==> src/rx_out_pkg.sv <==
// types and constants for the receive output interface
// assumes a single 100 MHz system clock samples every pin
package rx_out_pkg;

	// sampler depth for pins from outside the clock domain
	localparam int SYNC_STAGES = 2;

	// zeros in a row before loss of signal is declared
	localparam logic [5:0] LOS_ZERO_COUNT = 6'h20;

	// zeros before a violation counts as a substitution code
	localparam logic [1:0] SUBST_ZERO_RUN = 2'h2;

	// level on the mode pin that selects hardware control
	localparam logic MODE_HARDWARE = 1'b1;

	// reset values of the rail and loss outputs
	localparam logic RAIL_RESET = 1'b0;
	localparam logic LOS_RESET  = 1'b0;

	// one pair of rail bits, line side or framer side
	typedef struct packed {
		logic pos;
		logic neg;
	} rails_t;

	// internal configuration bits used in host mode
	typedef struct packed {
		logic mute;
		logic edge_falling;
	} rx_cfg_t;

endpackage

==> src/sync_bits.sv <==
// two-flip-flop sampler for a group of pins
// assumes the pins are asynchronous to clk
`timescale 1ns/1ns
`default_nettype none
module sync_bits
	import rx_out_pkg::*;
#(
	parameter int W = 1
) (
	input  wire logic         clk,
	input  wire logic         rst,
	input  wire logic [W-1:0] pin,
	output logic      [W-1:0] synced
);

	logic [W-1:0] meta;

	// first stage feeds only the second stage
	genvar i;
	generate
		for (i = 0; i < W; i++) begin : g_bit
			always_ff @(posedge clk) begin
				if (rst) begin
					meta[i]   <= 1'b0;
					synced[i] <= 1'b0;
				end else begin
					meta[i]   <= pin[i];
					synced[i] <= meta[i];
				end
			end
		end
	endgenerate

endmodule
`default_nettype wire

==> src/receive_output_interface.sv <==
// receive data, violation and loss-of-signal outputs toward a framer
// assumes the recovered clock and line pulses arrive as plain pins
// that clk (100 MHz) samples; the recovered clock is far slower
`timescale 1ns/1ns
`default_nettype none

// What this block does
// - mode pin high or floating selects hardware
// - loss output high at least one cycle
// - loss output held while loss persists
// - violation pulse lasts exactly one receive cycle
// - ami mode flags every bipolar violation; the pulse pin shows it in single rail only
// - dual rail keeps pulse polarity per output
// - single rail gives nrz data
// - hardware mute forces rails low during loss
// - hardware mute off leaves data untouched
// - edge select picks the update edge
module receive_output_interface
	import rx_out_pkg::*;
(
	input  wire logic     clk,
	input  wire logic     rst,
	input  wire logic     recovered_clock,
	input  wire logic     line_in_positive,
	input  wire logic     line_in_negative,
	input  wire logic     control_mode_select,
	input  wire logic     rx_mute_select,
	input  wire logic     rx_clock_edge_select,
	input  wire logic     single_rail_select,
	input  wire logic     ami_select,
	input  wire rx_cfg_t  host_cfg,
	output logic          rx_clock_out,
	output logic          rx_positive_rail,
	output logic          rx_negative_rail,
	output logic          code_violation_pulse,
	output logic          loss_of_signal_out
);

	////////////////////////////////////////////////////////////////////
	// pin sampling

	logic [5:0] pins_s;
	logic       rclk_s;
	logic       rclk_prev;
	rails_t     line_s;
	logic       mode_s;
	logic       mute_pin_s;
	logic       edge_pin_s;

	sync_bits #(.W(6)) u_sync (
		.clk    (clk),
		.rst    (rst),
		.pin    ({recovered_clock, line_in_positive, line_in_negative,
		          control_mode_select, rx_mute_select,
		          rx_clock_edge_select}),
		.synced (pins_s)
	);

	// named views of the sampled pins
	assign rclk_s     = pins_s[5];
	assign line_s     = '{pos: pins_s[4], neg: pins_s[3]};
	assign mode_s     = pins_s[2];
	assign mute_pin_s = pins_s[1];
	assign edge_pin_s = pins_s[0];

	////////////////////////////////////////////////////////////////////
	// option selection and clock edges

	logic hw_mode;
	logic mute_on;
	logic edge_on;
	logic rise;
	logic fall;
	logic upd;

	// a floating mode pin reads high through its pull-up
	assign hw_mode = (mode_s == MODE_HARDWARE);
	assign mute_on = hw_mode ? mute_pin_s : host_cfg.mute;
	assign edge_on = hw_mode ? edge_pin_s : host_cfg.edge_falling;
	assign rise    = rclk_s & ~rclk_prev;
	assign fall    = ~rclk_s & rclk_prev;
	assign upd     = edge_on ? fall : rise;

	// previous recovered clock level for edge finding
	always_ff @(posedge clk) begin
		if (rst) begin
			rclk_prev <= 1'b0;
		end else begin
			rclk_prev <= rclk_s;
		end
	end

	////////////////////////////////////////////////////////////////////
	// line decoding, done at each rising recovered clock edge

	logic       mark;
	logic       last_pol;
	logic       have_mark;
	logic       bpv;
	logic       subst_ok;
	logic [1:0] zero_run;
	logic [5:0] zero_cnt;
	logic [1:0] next_zero_run;
	logic [5:0] next_zero_cnt;
	rails_t     stage_rails;
	logic       stage_nrz;
	logic       stage_cv;
	logic       stage_los;

	// a mark on both rails at once is itself a violation
	assign mark     = line_s.pos | line_s.neg;
	assign bpv      = mark & have_mark & (line_s.pos == last_pol);
	// outside ami mode, a violation after two or more zeros is a substitution
	assign subst_ok = ~ami_select & (zero_run >= SUBST_ZERO_RUN);
	assign next_zero_run = mark ? 2'h0
		: ((zero_run == 2'h3) ? zero_run : zero_run + 2'h1);
	assign next_zero_cnt = mark ? 6'h00
		: ((zero_cnt == LOS_ZERO_COUNT) ? zero_cnt : zero_cnt + 6'h01);

	// decoder state and staged values for the output edge
	always_ff @(posedge clk) begin
		if (rst) begin
			last_pol    <= 1'b0;
			have_mark   <= 1'b0;
			zero_run    <= 2'h0;
			zero_cnt    <= 6'h00;
			stage_rails <= '0;
			stage_nrz   <= 1'b0;
			stage_cv    <= 1'b0;
			stage_los   <= LOS_RESET;
		end else if (rise) begin
			if (mark) begin
				last_pol  <= line_s.pos;
				have_mark <= 1'b1;
			end
			zero_run    <= next_zero_run;
			zero_cnt    <= next_zero_cnt;
			stage_rails <= line_s;
			stage_nrz   <= mark & ~(bpv & subst_ok);
			stage_cv    <= (bpv & ~subst_ok)
				| (line_s.pos & line_s.neg);
			stage_los   <= (next_zero_cnt == LOS_ZERO_COUNT);
		end
	end

	////////////////////////////////////////////////////////////////////
	// framer-side outputs; all but the forwarded clock updated on the selected edge

	logic   muted;
	rails_t rail_data;
	rails_t next_rails;

	assign muted      = mute_on & stage_los;
	assign rail_data  = single_rail_select
		? '{pos: stage_nrz, neg: RAIL_RESET} : stage_rails;
	assign next_rails = muted ? '{pos: RAIL_RESET, neg: RAIL_RESET}
		: rail_data;

	// rail, violation and loss outputs change only on an update edge, so each lasts a cycle
	always_ff @(posedge clk) begin
		if (rst) begin
			rx_clock_out         <= 1'b0;
			rx_positive_rail     <= RAIL_RESET;
			rx_negative_rail     <= RAIL_RESET;
			code_violation_pulse <= 1'b0;
			loss_of_signal_out   <= LOS_RESET;
		end else begin
			rx_clock_out <= rclk_s;
			if (upd) begin
				rx_positive_rail     <= next_rails.pos;
				rx_negative_rail     <= next_rails.neg;
				code_violation_pulse <= single_rail_select & stage_cv;
				loss_of_signal_out   <= stage_los;
			end
		end
	end
endmodule
`default_nettype wire

==> config.mk <==
export PLATFORM = sky130hd
export DESIGN_NAME = receive_output_interface
export DESIGN_NICKNAME = d
export VERILOG_FILES = /design/src/rx_out_pkg.sv /design/src/sync_bits.sv /design/src/receive_output_interface.sv
export SDC_FILE = /design/constraint.sdc
export NUM_CORES = 1
export LEC_CHECK = 0
export BUFFER_PORTS_ARGS = -buffer_cell sky130_fd_sc_hd__buf_2
export CELL_PAD_IN_SITES_DETAIL_PLACEMENT = 1
export CELL_PAD_IN_SITES_GLOBAL_PLACEMENT = 2
export CORE_ASPECT_RATIO = 1.5
export CORE_MARGIN = 2
export CORE_UTILIZATION = 33
export CTS_BUF_LIST = sky130_fd_sc_hd__clkbuf_4
export DETAILED_ROUTE_END_ITERATION = 8
export PLACE_DENSITY_LB_ADDON = 0.1
export SYNTH_ARGS = -nofsm -noshare
export SYNTH_HDL_FRONTEND = slang
export SYNTH_SLANG_ARGS = --single-unit
==> constraint.sdc <==
create_clock -name clk -period 1.5 [get_ports clk]
set_input_delay 0.3 -clock clk [delete_from_list [all_inputs] [get_ports clk]]
set_output_delay 0.3 -clock clk [all_outputs]
set_load 0.01 [all_outputs]
==> impl_metrics.csv, run 1 <==
group,metric,value,unit
pwr,internal_power,0.00111,W
setup_path,end_kind,"flip-flop",
timing,skew,8.01,ps
placed_design,gp_congestion,0.830,
setup_path,cp_num_buf_inv,0,
final_layout,n_fill_cell,484,
route,drt_iter0_markers,6,
clock_network,cts_tree,"yes",
setup_path,crit_required,1740,ps
global_route,grt_pass1_wl,5480,µm
pwr,p_sw,0.000382,W
timing,layout_setup_ws,-29.8,ps
global_route,grt_max_degree,19,
timing,post-route-period-util,1.02,
placed_design,place_area,0.00160,mm²
clock_network,cts_buffers,5,
clock_network,ctsHoldBuffers,0,
timing,rsz0062_at_grt,"yes",
global_route,grt_pass1_vias,1263,
pwr,swShare,0.256,
pwr,peakVddDrop,694,µV
pwr,p_per_area,885,mW/mm²
placed_design,io_buffers,16,
pwr,p_clk_frac,0.326,
pwr,combPwrFrac,0.081,
setup_path,crit_family,"simple AND/OR/NAND/NOR gates",
pwr,power,0.00149,W
setup_path,crit_chain,"or4b_4, nor4_4, and3b_1, a311oi_2",
floorplan,die-area,0.00474,mm²
final_layout,syn2layout_area_growth,21.7,%
yosys,synth-warning-count,0,
route,avgViaCountPerCell,5.12,
yosys,syn_inst,150,
clock_network,clkTransAtPathRegs,110,ps
yosys,synth_area_per_cell,9.23,µm²
yosys,synth_cell_types,38,
status,failed_checks,"setup timing",
final_layout,drive_above_1_share,0.291,
timing,relSlewSlack,0.747,
timing,tns,-29.8,ps
placed_design,hpwl,2440,µm
clock_network,clock_sinks,32,
floorplan,die_w,56.9,µm
route,antenna_left,0,
clock_network,clock_latency,330,ps
timing,finalMaxSlewViolations,0,
timing,hold_viol_final,0,
setup_path,crit_fanout,2,
clock_network,cts-root-buf,"clkbuf_4",
setup_path,critPathLaunchType,"flip-flop",
yosys,ys_seq_elements,32,
status,outcome,"finished with violations",
floorplan,core-area,0.00399,mm²
route,drt_pre_antenna_iters,4,
final_layout,fin_area,0.00169,mm²
route,drc,0,
floorplan,rows,28,
pwr,cellLeakagePower,0.642,nW
setup_path,slowest_stage,"or4b_4",
clock_network,cts_htree_levels,2,
yosys,syn_area,0.00139,mm²
setup_path,critPathArrivalTime,1770,ps
setup_path,path_class,"flip-flop to flip-flop",
timing,tightest_slew,379,ps
timing,max_freq,0.654,GHz
route,vias,1163,
floorplan,die_h,83.3,µm
floorplan,start_util,0.347,
setup_path,slowest_delay,560,ps
global_route,grt_usage,0.148,
floorplan,ios,17,
yosys,syn-num-nets,165,
timing,setup_violations,1,
route,wire_per_inst,14.1,µm
route,finalWirelength,3190,µm
final_layout,num_antenna_cells,0,
worst_hold_path,hold_class,"primary input to flip-flop",
job,cap_viol_max_count,0,
timing,min_period,1530,ps
global_route,antenna_found_initial,0,
clock_network,clockBufferDepth,2,
global_route,gr-total-overflow,0,
final_layout,nets,196,
pwr,power_frac_seq,0.594,
clock_network,post_cts_buffers,0,
yosys,synth_seq_area_share,0.463,
## per-stage QoR
| stage | hold WS [ps] | setup WS (ps) | util | cells |
|---|---|---|---|---|
| finish | 167 | -29.8 | 0.422 | 227 |
| detailed placement | 430 | -48.4 | 0.401 | 219 |
| global route | 152 | -101 | 0.422 | 227 |
| floorplan | 372 | 17.8 | - | 150 |
| global placement | 419 | 22.8 | 0.401 | 219 |
| CTS | 154 | -64.5 | 0.416 | 227 |
## layout make-up
cell class	instances	area (µm²)	share of cell area
tap	45	56.3	0.0334
clock buffer	5	37.5	0.0223
inverter	6	22.5	0.0134
timing repair buffer	30	198	0.117
multi-input combinational	106	707	0.419
sequential	32	646	0.383
clock inverter	3	18.8	0.0111
## registers in the layout, indices dropped and copies added (netlist names)
signal,flops
u_sync.meta,6
u_sync.synced,6
zero_cnt,6
stage_rails,2
zero_run,2
code_violation_pulse,1
have_mark,1
last_pol,1
loss_of_signal_out,1
rx_clock_out,1
rx_negative_rail,1
rx_positive_rail,1
stage_cv,1
stage_los,1
stage_nrz,1
## cells in the final DEF (no fill, tap or decap), types with 2 or more instances in the layout
| master | instances |
|---|---|
| nand2b_1 | 2 |
| o21ai_0 | 3 |
| buf_2 | 16 |
| nor3_2 | 2 |
| nand4b_1 | 2 |
| buf_4 | 13 |
| nand3_1 | 7 |
| nand2_1 | 12 |
| a31oi_1 | 3 |
| ha_1 | 2 |
| o2111ai_1 | 2 |
| inv_1 | 6 |
| nor2b_1 | 15 |
| clkbuf_4 | 5 |
| clkinvlp_4 | 2 |
| dfxtp_1 | 28 |
| nor2_1 | 12 |
| dfxtp_2 | 4 |
| or2_2 | 2 |
| a21o_1 | 2 |
| mux2i_1 | 6 |
| a21oi_1 | 12 |
## timing repair
item	in CTS	in global routing
cloned	0	0
setup endpoints to repair	4	10
resized for setup	1	8
## cell usage after synthesis, drive strengths merged
master | n | area, µm²
a211o | 1 | 8.76
a21boi | 1 | 7.51
a21o | 2 | 15.0
a21oi | 12 | 60.1
a22oi | 1 | 7.51
a311oi | 2 | 17.5
a31oi | 3 | 18.8
a32oi | 1 | 8.76
a41o | 1 | 10.0
a41oi | 1 | 8.76
and3b | 1 | 8.76
buf | 2 | 22.5
clkbuf | 4 | 16.3
dfxtp | 32 | 641
ha | 3 | 37.5
inv | 6 | 22.5
mux2 | 1 | 11.3
mux2i | 6 | 60.1
nand2 | 12 | 45.0
nand2b | 2 | 12.5
nand3 | 7 | 35.0
nand3b | 1 | 7.51
nand4 | 1 | 6.26
nand4b | 2 | 17.5
nor2 | 13 | 48.8
nor2b | 15 | 93.8
nor3 | 3 | 15.0
nor3b | 1 | 7.51
nor4 | 1 | 21.3
o2111ai | 2 | 17.5
o21ai | 3 | 15.0
o21ba | 1 | 10.0
o41ai | 1 | 8.76
or2 | 2 | 12.5
or2b | 1 | 8.76
or3 | 1 | 6.26
or4b | 1 | 13.8
## power by group through the flow
stage | clock, W | combinational, W | sequential (W)
4_1_cts | 0.000510 | 0.000121 | 0.000885
3_3_place_gp | 0 | 0.000118 | 0.000903
6_report | 0.000485 | 0.000120 | 0.000885
2_1_floorplan | 0 | 0.0000667 | 0.000903
3_5_place_dp | 0 | 0.000120 | 0.000905
5_1_grt | 0.000543 | 0.000134 | 0.000888
## routing by layer
metal	up-vias	track usage	part of all wire
li1	589	-	-
met1	554	0.146	0.40
met2	14	0.274	0.55
met3	6	0.0436	0.023
met4	0	0.0634	0.019
met5	-	0	0
## final timing paths
path	from	end	slack (ps)	cells past startpoint
worst max-delay path	u_sync.synced[4]$_SDFF_PP0_	stage_los$_SDFFE_PP0P_	-30	4
worst min-delay path	control_mode_select	u_sync.meta[2]$_SDFF_PP0_	170	2
worst max register to register	u_sync.synced[4]$_SDFF_PP0_	stage_los$_SDFFE_PP0P_	-30	4
worst min register to register	u_sync.meta[5]$_SDFF_PP0_	u_sync.synced[5]$_SDFF_PP0_	440	1
## logic make-up (layout without fill, tap and decap cells)
family	after synthesis	count (layout)	share of synthesized area
buf+inv	12	44	0.0443
compound gates	32	32	0.154
fa+ha+maj	3	3	0.0271
flops	32	32	0.463
simple gates	64	64	0.260
mux	7	7	0.0515
No activity file was read; power rests on OpenSTA's default activity.
==> run 2: changes to the inputs <==
--- a/config.mk
+++ b/config.mk
@@ -10,7 +10,7 @@
 export CELL_PAD_IN_SITES_GLOBAL_PLACEMENT = 2
 export CORE_ASPECT_RATIO = 1.5
 export CORE_MARGIN = 2
-export CORE_UTILIZATION = 33
+export CORE_UTILIZATION = 39
 export CTS_BUF_LIST = sky130_fd_sc_hd__clkbuf_4
 export DETAILED_ROUTE_END_ITERATION = 8
 export PLACE_DENSITY_LB_ADDON = 0.1
==> constraint.sdc (replaced) <==
create_clock -name clk -period 1.85 [get_ports clk]
set_input_delay 0.37 -clock clk [delete_from_list [all_inputs] [get_ports clk]]
set_output_delay 0.37 -clock clk [all_outputs]
set_load 0.01 [all_outputs]
==> run 2 against run 1 <==
The run now ends clean; die area shrank 15%; total power shrank 12%; global-route usage grew 3.2 points; critical path depth is the same; design area shrank 3.8%; fmax shrank 12%; cell count shrank 4.0%; clock-buffer cell count is the same; clock skew grew 5.4 ps; first-iteration DRC count grew 67%; wire length shrank 4.1%; critical endpoint unchanged; largest cell class unchanged.
==> impl_metrics.csv, run 2 (same netlist as run 1, synthesis figures left out) <==
group,metric,value,unit
status,outcome,"complete, no violations",
floorplan,core-area,0.00342,mm²
floorplan,rows,26,
final_layout,seq_area,642,µm²
setup_path,end_kind,"flip-flop",
clock_network,cts_tree,"yes",
final_layout,layout_common_cells,"dfxtp_1, buf_2, nor2b_1",
floorplan,die-area,0.00405,mm²
pwr,internal_power,0.00102,W
clock_network,clkTransAtPathRegs,100,ps
route,drt_pre_antenna_iters,4,
route,drt_iter0_markers,10,
pwr,p_per_area,812,mW/mm²
floorplan,ios,17,
floorplan,die_w,52.7,µm
final_layout,syn2layout_area_growth,17.1,%
timing,post-route-period-util,0.940,
job,cap_viol_max_count,0,
final_layout,num_antenna_cells,0,
setup_path,path_class,"flip-flop to flip-flop",
global_route,grt_usage,0.179,
route,avgViaCountPerCell,5.29,
pwr,swShare,0.221,
clock_network,ctsHoldBuffers,0,
clock_network,clock_sinks,32,
final_layout,n_fill_cell,411,
pwr,cellLeakagePower,0.623,nW
global_route,grt_pass1_wl,5380,µm
pwr,combPwrFrac,0.066,
pwr,p_sw,0.000291,W
timing,tightest_slew,467,ps
placed_design,gp_congestion,0.848,
timing,skew,13.4,ps
global_route,grt_max_degree,26,
timing,finalMaxSlewViolations,0,
final_layout,fin_util,0.475,
route,drc,0,
clock_network,clockBufferDepth,2,
worst_hold_path,hold_class,"primary input to flip-flop",
final_layout,nets,190,
setup_path,critPathLaunchType,"flip-flop",
floorplan,die_h,77.0,µm
clock_network,cts_htree_levels,2,
clock_network,cts_buffers,5,
timing,setup_violations,0,
timing,rsz0062_at_grt,"no",
placed_design,hpwl,2300,µm
route,wire_per_inst,14.0,µm
timing,relSlewSlack,0.689,
final_layout,reg.largest.list,"u_sync.meta (6), u_sync.synced (6), zero_cnt (6)",
timing,hold_viol_final,0,
timing,max_freq,0.575,GHz
pwr,peakVddDrop,594,µV
timing,layout_setup_ws,110,ps
timing,min_period,1740,ps
final_layout,final_common_cell,"dfxtp_1",
pwr,power_frac_seq,0.546,
clock_network,cts-root-buf,"clkbuf_4",
route,antenna_left,0,
global_route,grt_pass1_vias,1175,
pwr,p_clk_frac,0.388,
clock_network,clock_latency,330,ps
global_route,antenna_found_initial,0,
timing,tns,0,ps
route,finalWirelength,3060,µm
final_layout,multiInputGateArea,689,µm²
placed_design,io_buffers,16,
setup_path,crit_fanout,6,
setup_path,critPathArrivalTime,2000,ps
final_layout,drive_above_1_share,0.222,
placed_design,dp_worst_setup_slack,116,ps
route,vias,1154,
floorplan,start_util,0.405,
setup_path,crit_required,2110,ps
global_route,gr-total-overflow,0,
[run 2: metal layers]
layer / wire (µm) / share of wire / vias to the layer above / track usage
met5: 0 / 0 / - / 0
met4: 65 / 0.021 / 0 / 0.0846
met3: 83 / 0.027 / 6 / 0.0506
met2: 1610 / 0.52 / 14 / 0.301
met1: 1310 / 0.43 / 558 / 0.201
li1: - / - / 576 / -
[run 2: area by class of cell]
type,instances,share of cell area
repair buffers,24,0.0864
clock buffers,5,0.0231
well taps,42,0.0324
flip-flops and latches,32,0.396
clock inverters,3,0.0231
inverters,6,0.0139
multi-input cells,106,0.425
[run 2: power by group through the flow]
stage | clock network, W | registers [W] | logic [W]
2_1_floorplan | 0 | 0.000732 | 0.0000542
3_3_place_gp | 0 | 0.000733 | 0.0000856
3_5_place_dp | 0 | 0.000734 | 0.0000877
4_1_cts | 0.000533 | 0.000719 | 0.0000879
5_1_grt | 0.000554 | 0.000721 | 0.0000980
6_report | 0.000511 | 0.000718 | 0.0000870
[run 2: repair_timing]
item,in CTS,in global routing
setup endpoints to repair,0,1
gates resized for setup,0,2
buffers inserted,0,0
[run 2: final timing paths]
path / slack [ps] / depth (start not counted) / end / startpoint
setup / recovery: 110 / 4 / stage_los$_SDFFE_PP0P_ / u_sync.synced[3]$_SDFF_PP0_
hold / removal: 250 / 2 / u_sync.meta[2]$_SDFF_PP0_ / control_mode_select
setup reg to reg: 110 / 4 / stage_los$_SDFFE_PP0P_ / u_sync.synced[3]$_SDFF_PP0_
hold reg to reg: 450 / 1 / u_sync.synced[4]$_SDFF_PP0_ / u_sync.meta[4]$_SDFF_PP0_
[run 2: through the flow]
stage          instance area [µm²]  total power, W  hold WS, ps  cells
6_report                      1620         0.00132          249    218
3_5_place_dp                  1540        0.000822          435    210
5_1_grt                       1620         0.00137          244    218
3_3_place_gp                  1540        0.000818          418    210
4_1_cts                       1610         0.00134          234    218
2_1_floorplan                 1390        0.000786          414    150
[run 2: worst max-delay path, cell delays in order, from the launching register on]
cell	delay [ps]
dfxtp_2	360
or4b_4	580
nor4_4	290
and3b_1	220
a311oi_2	220
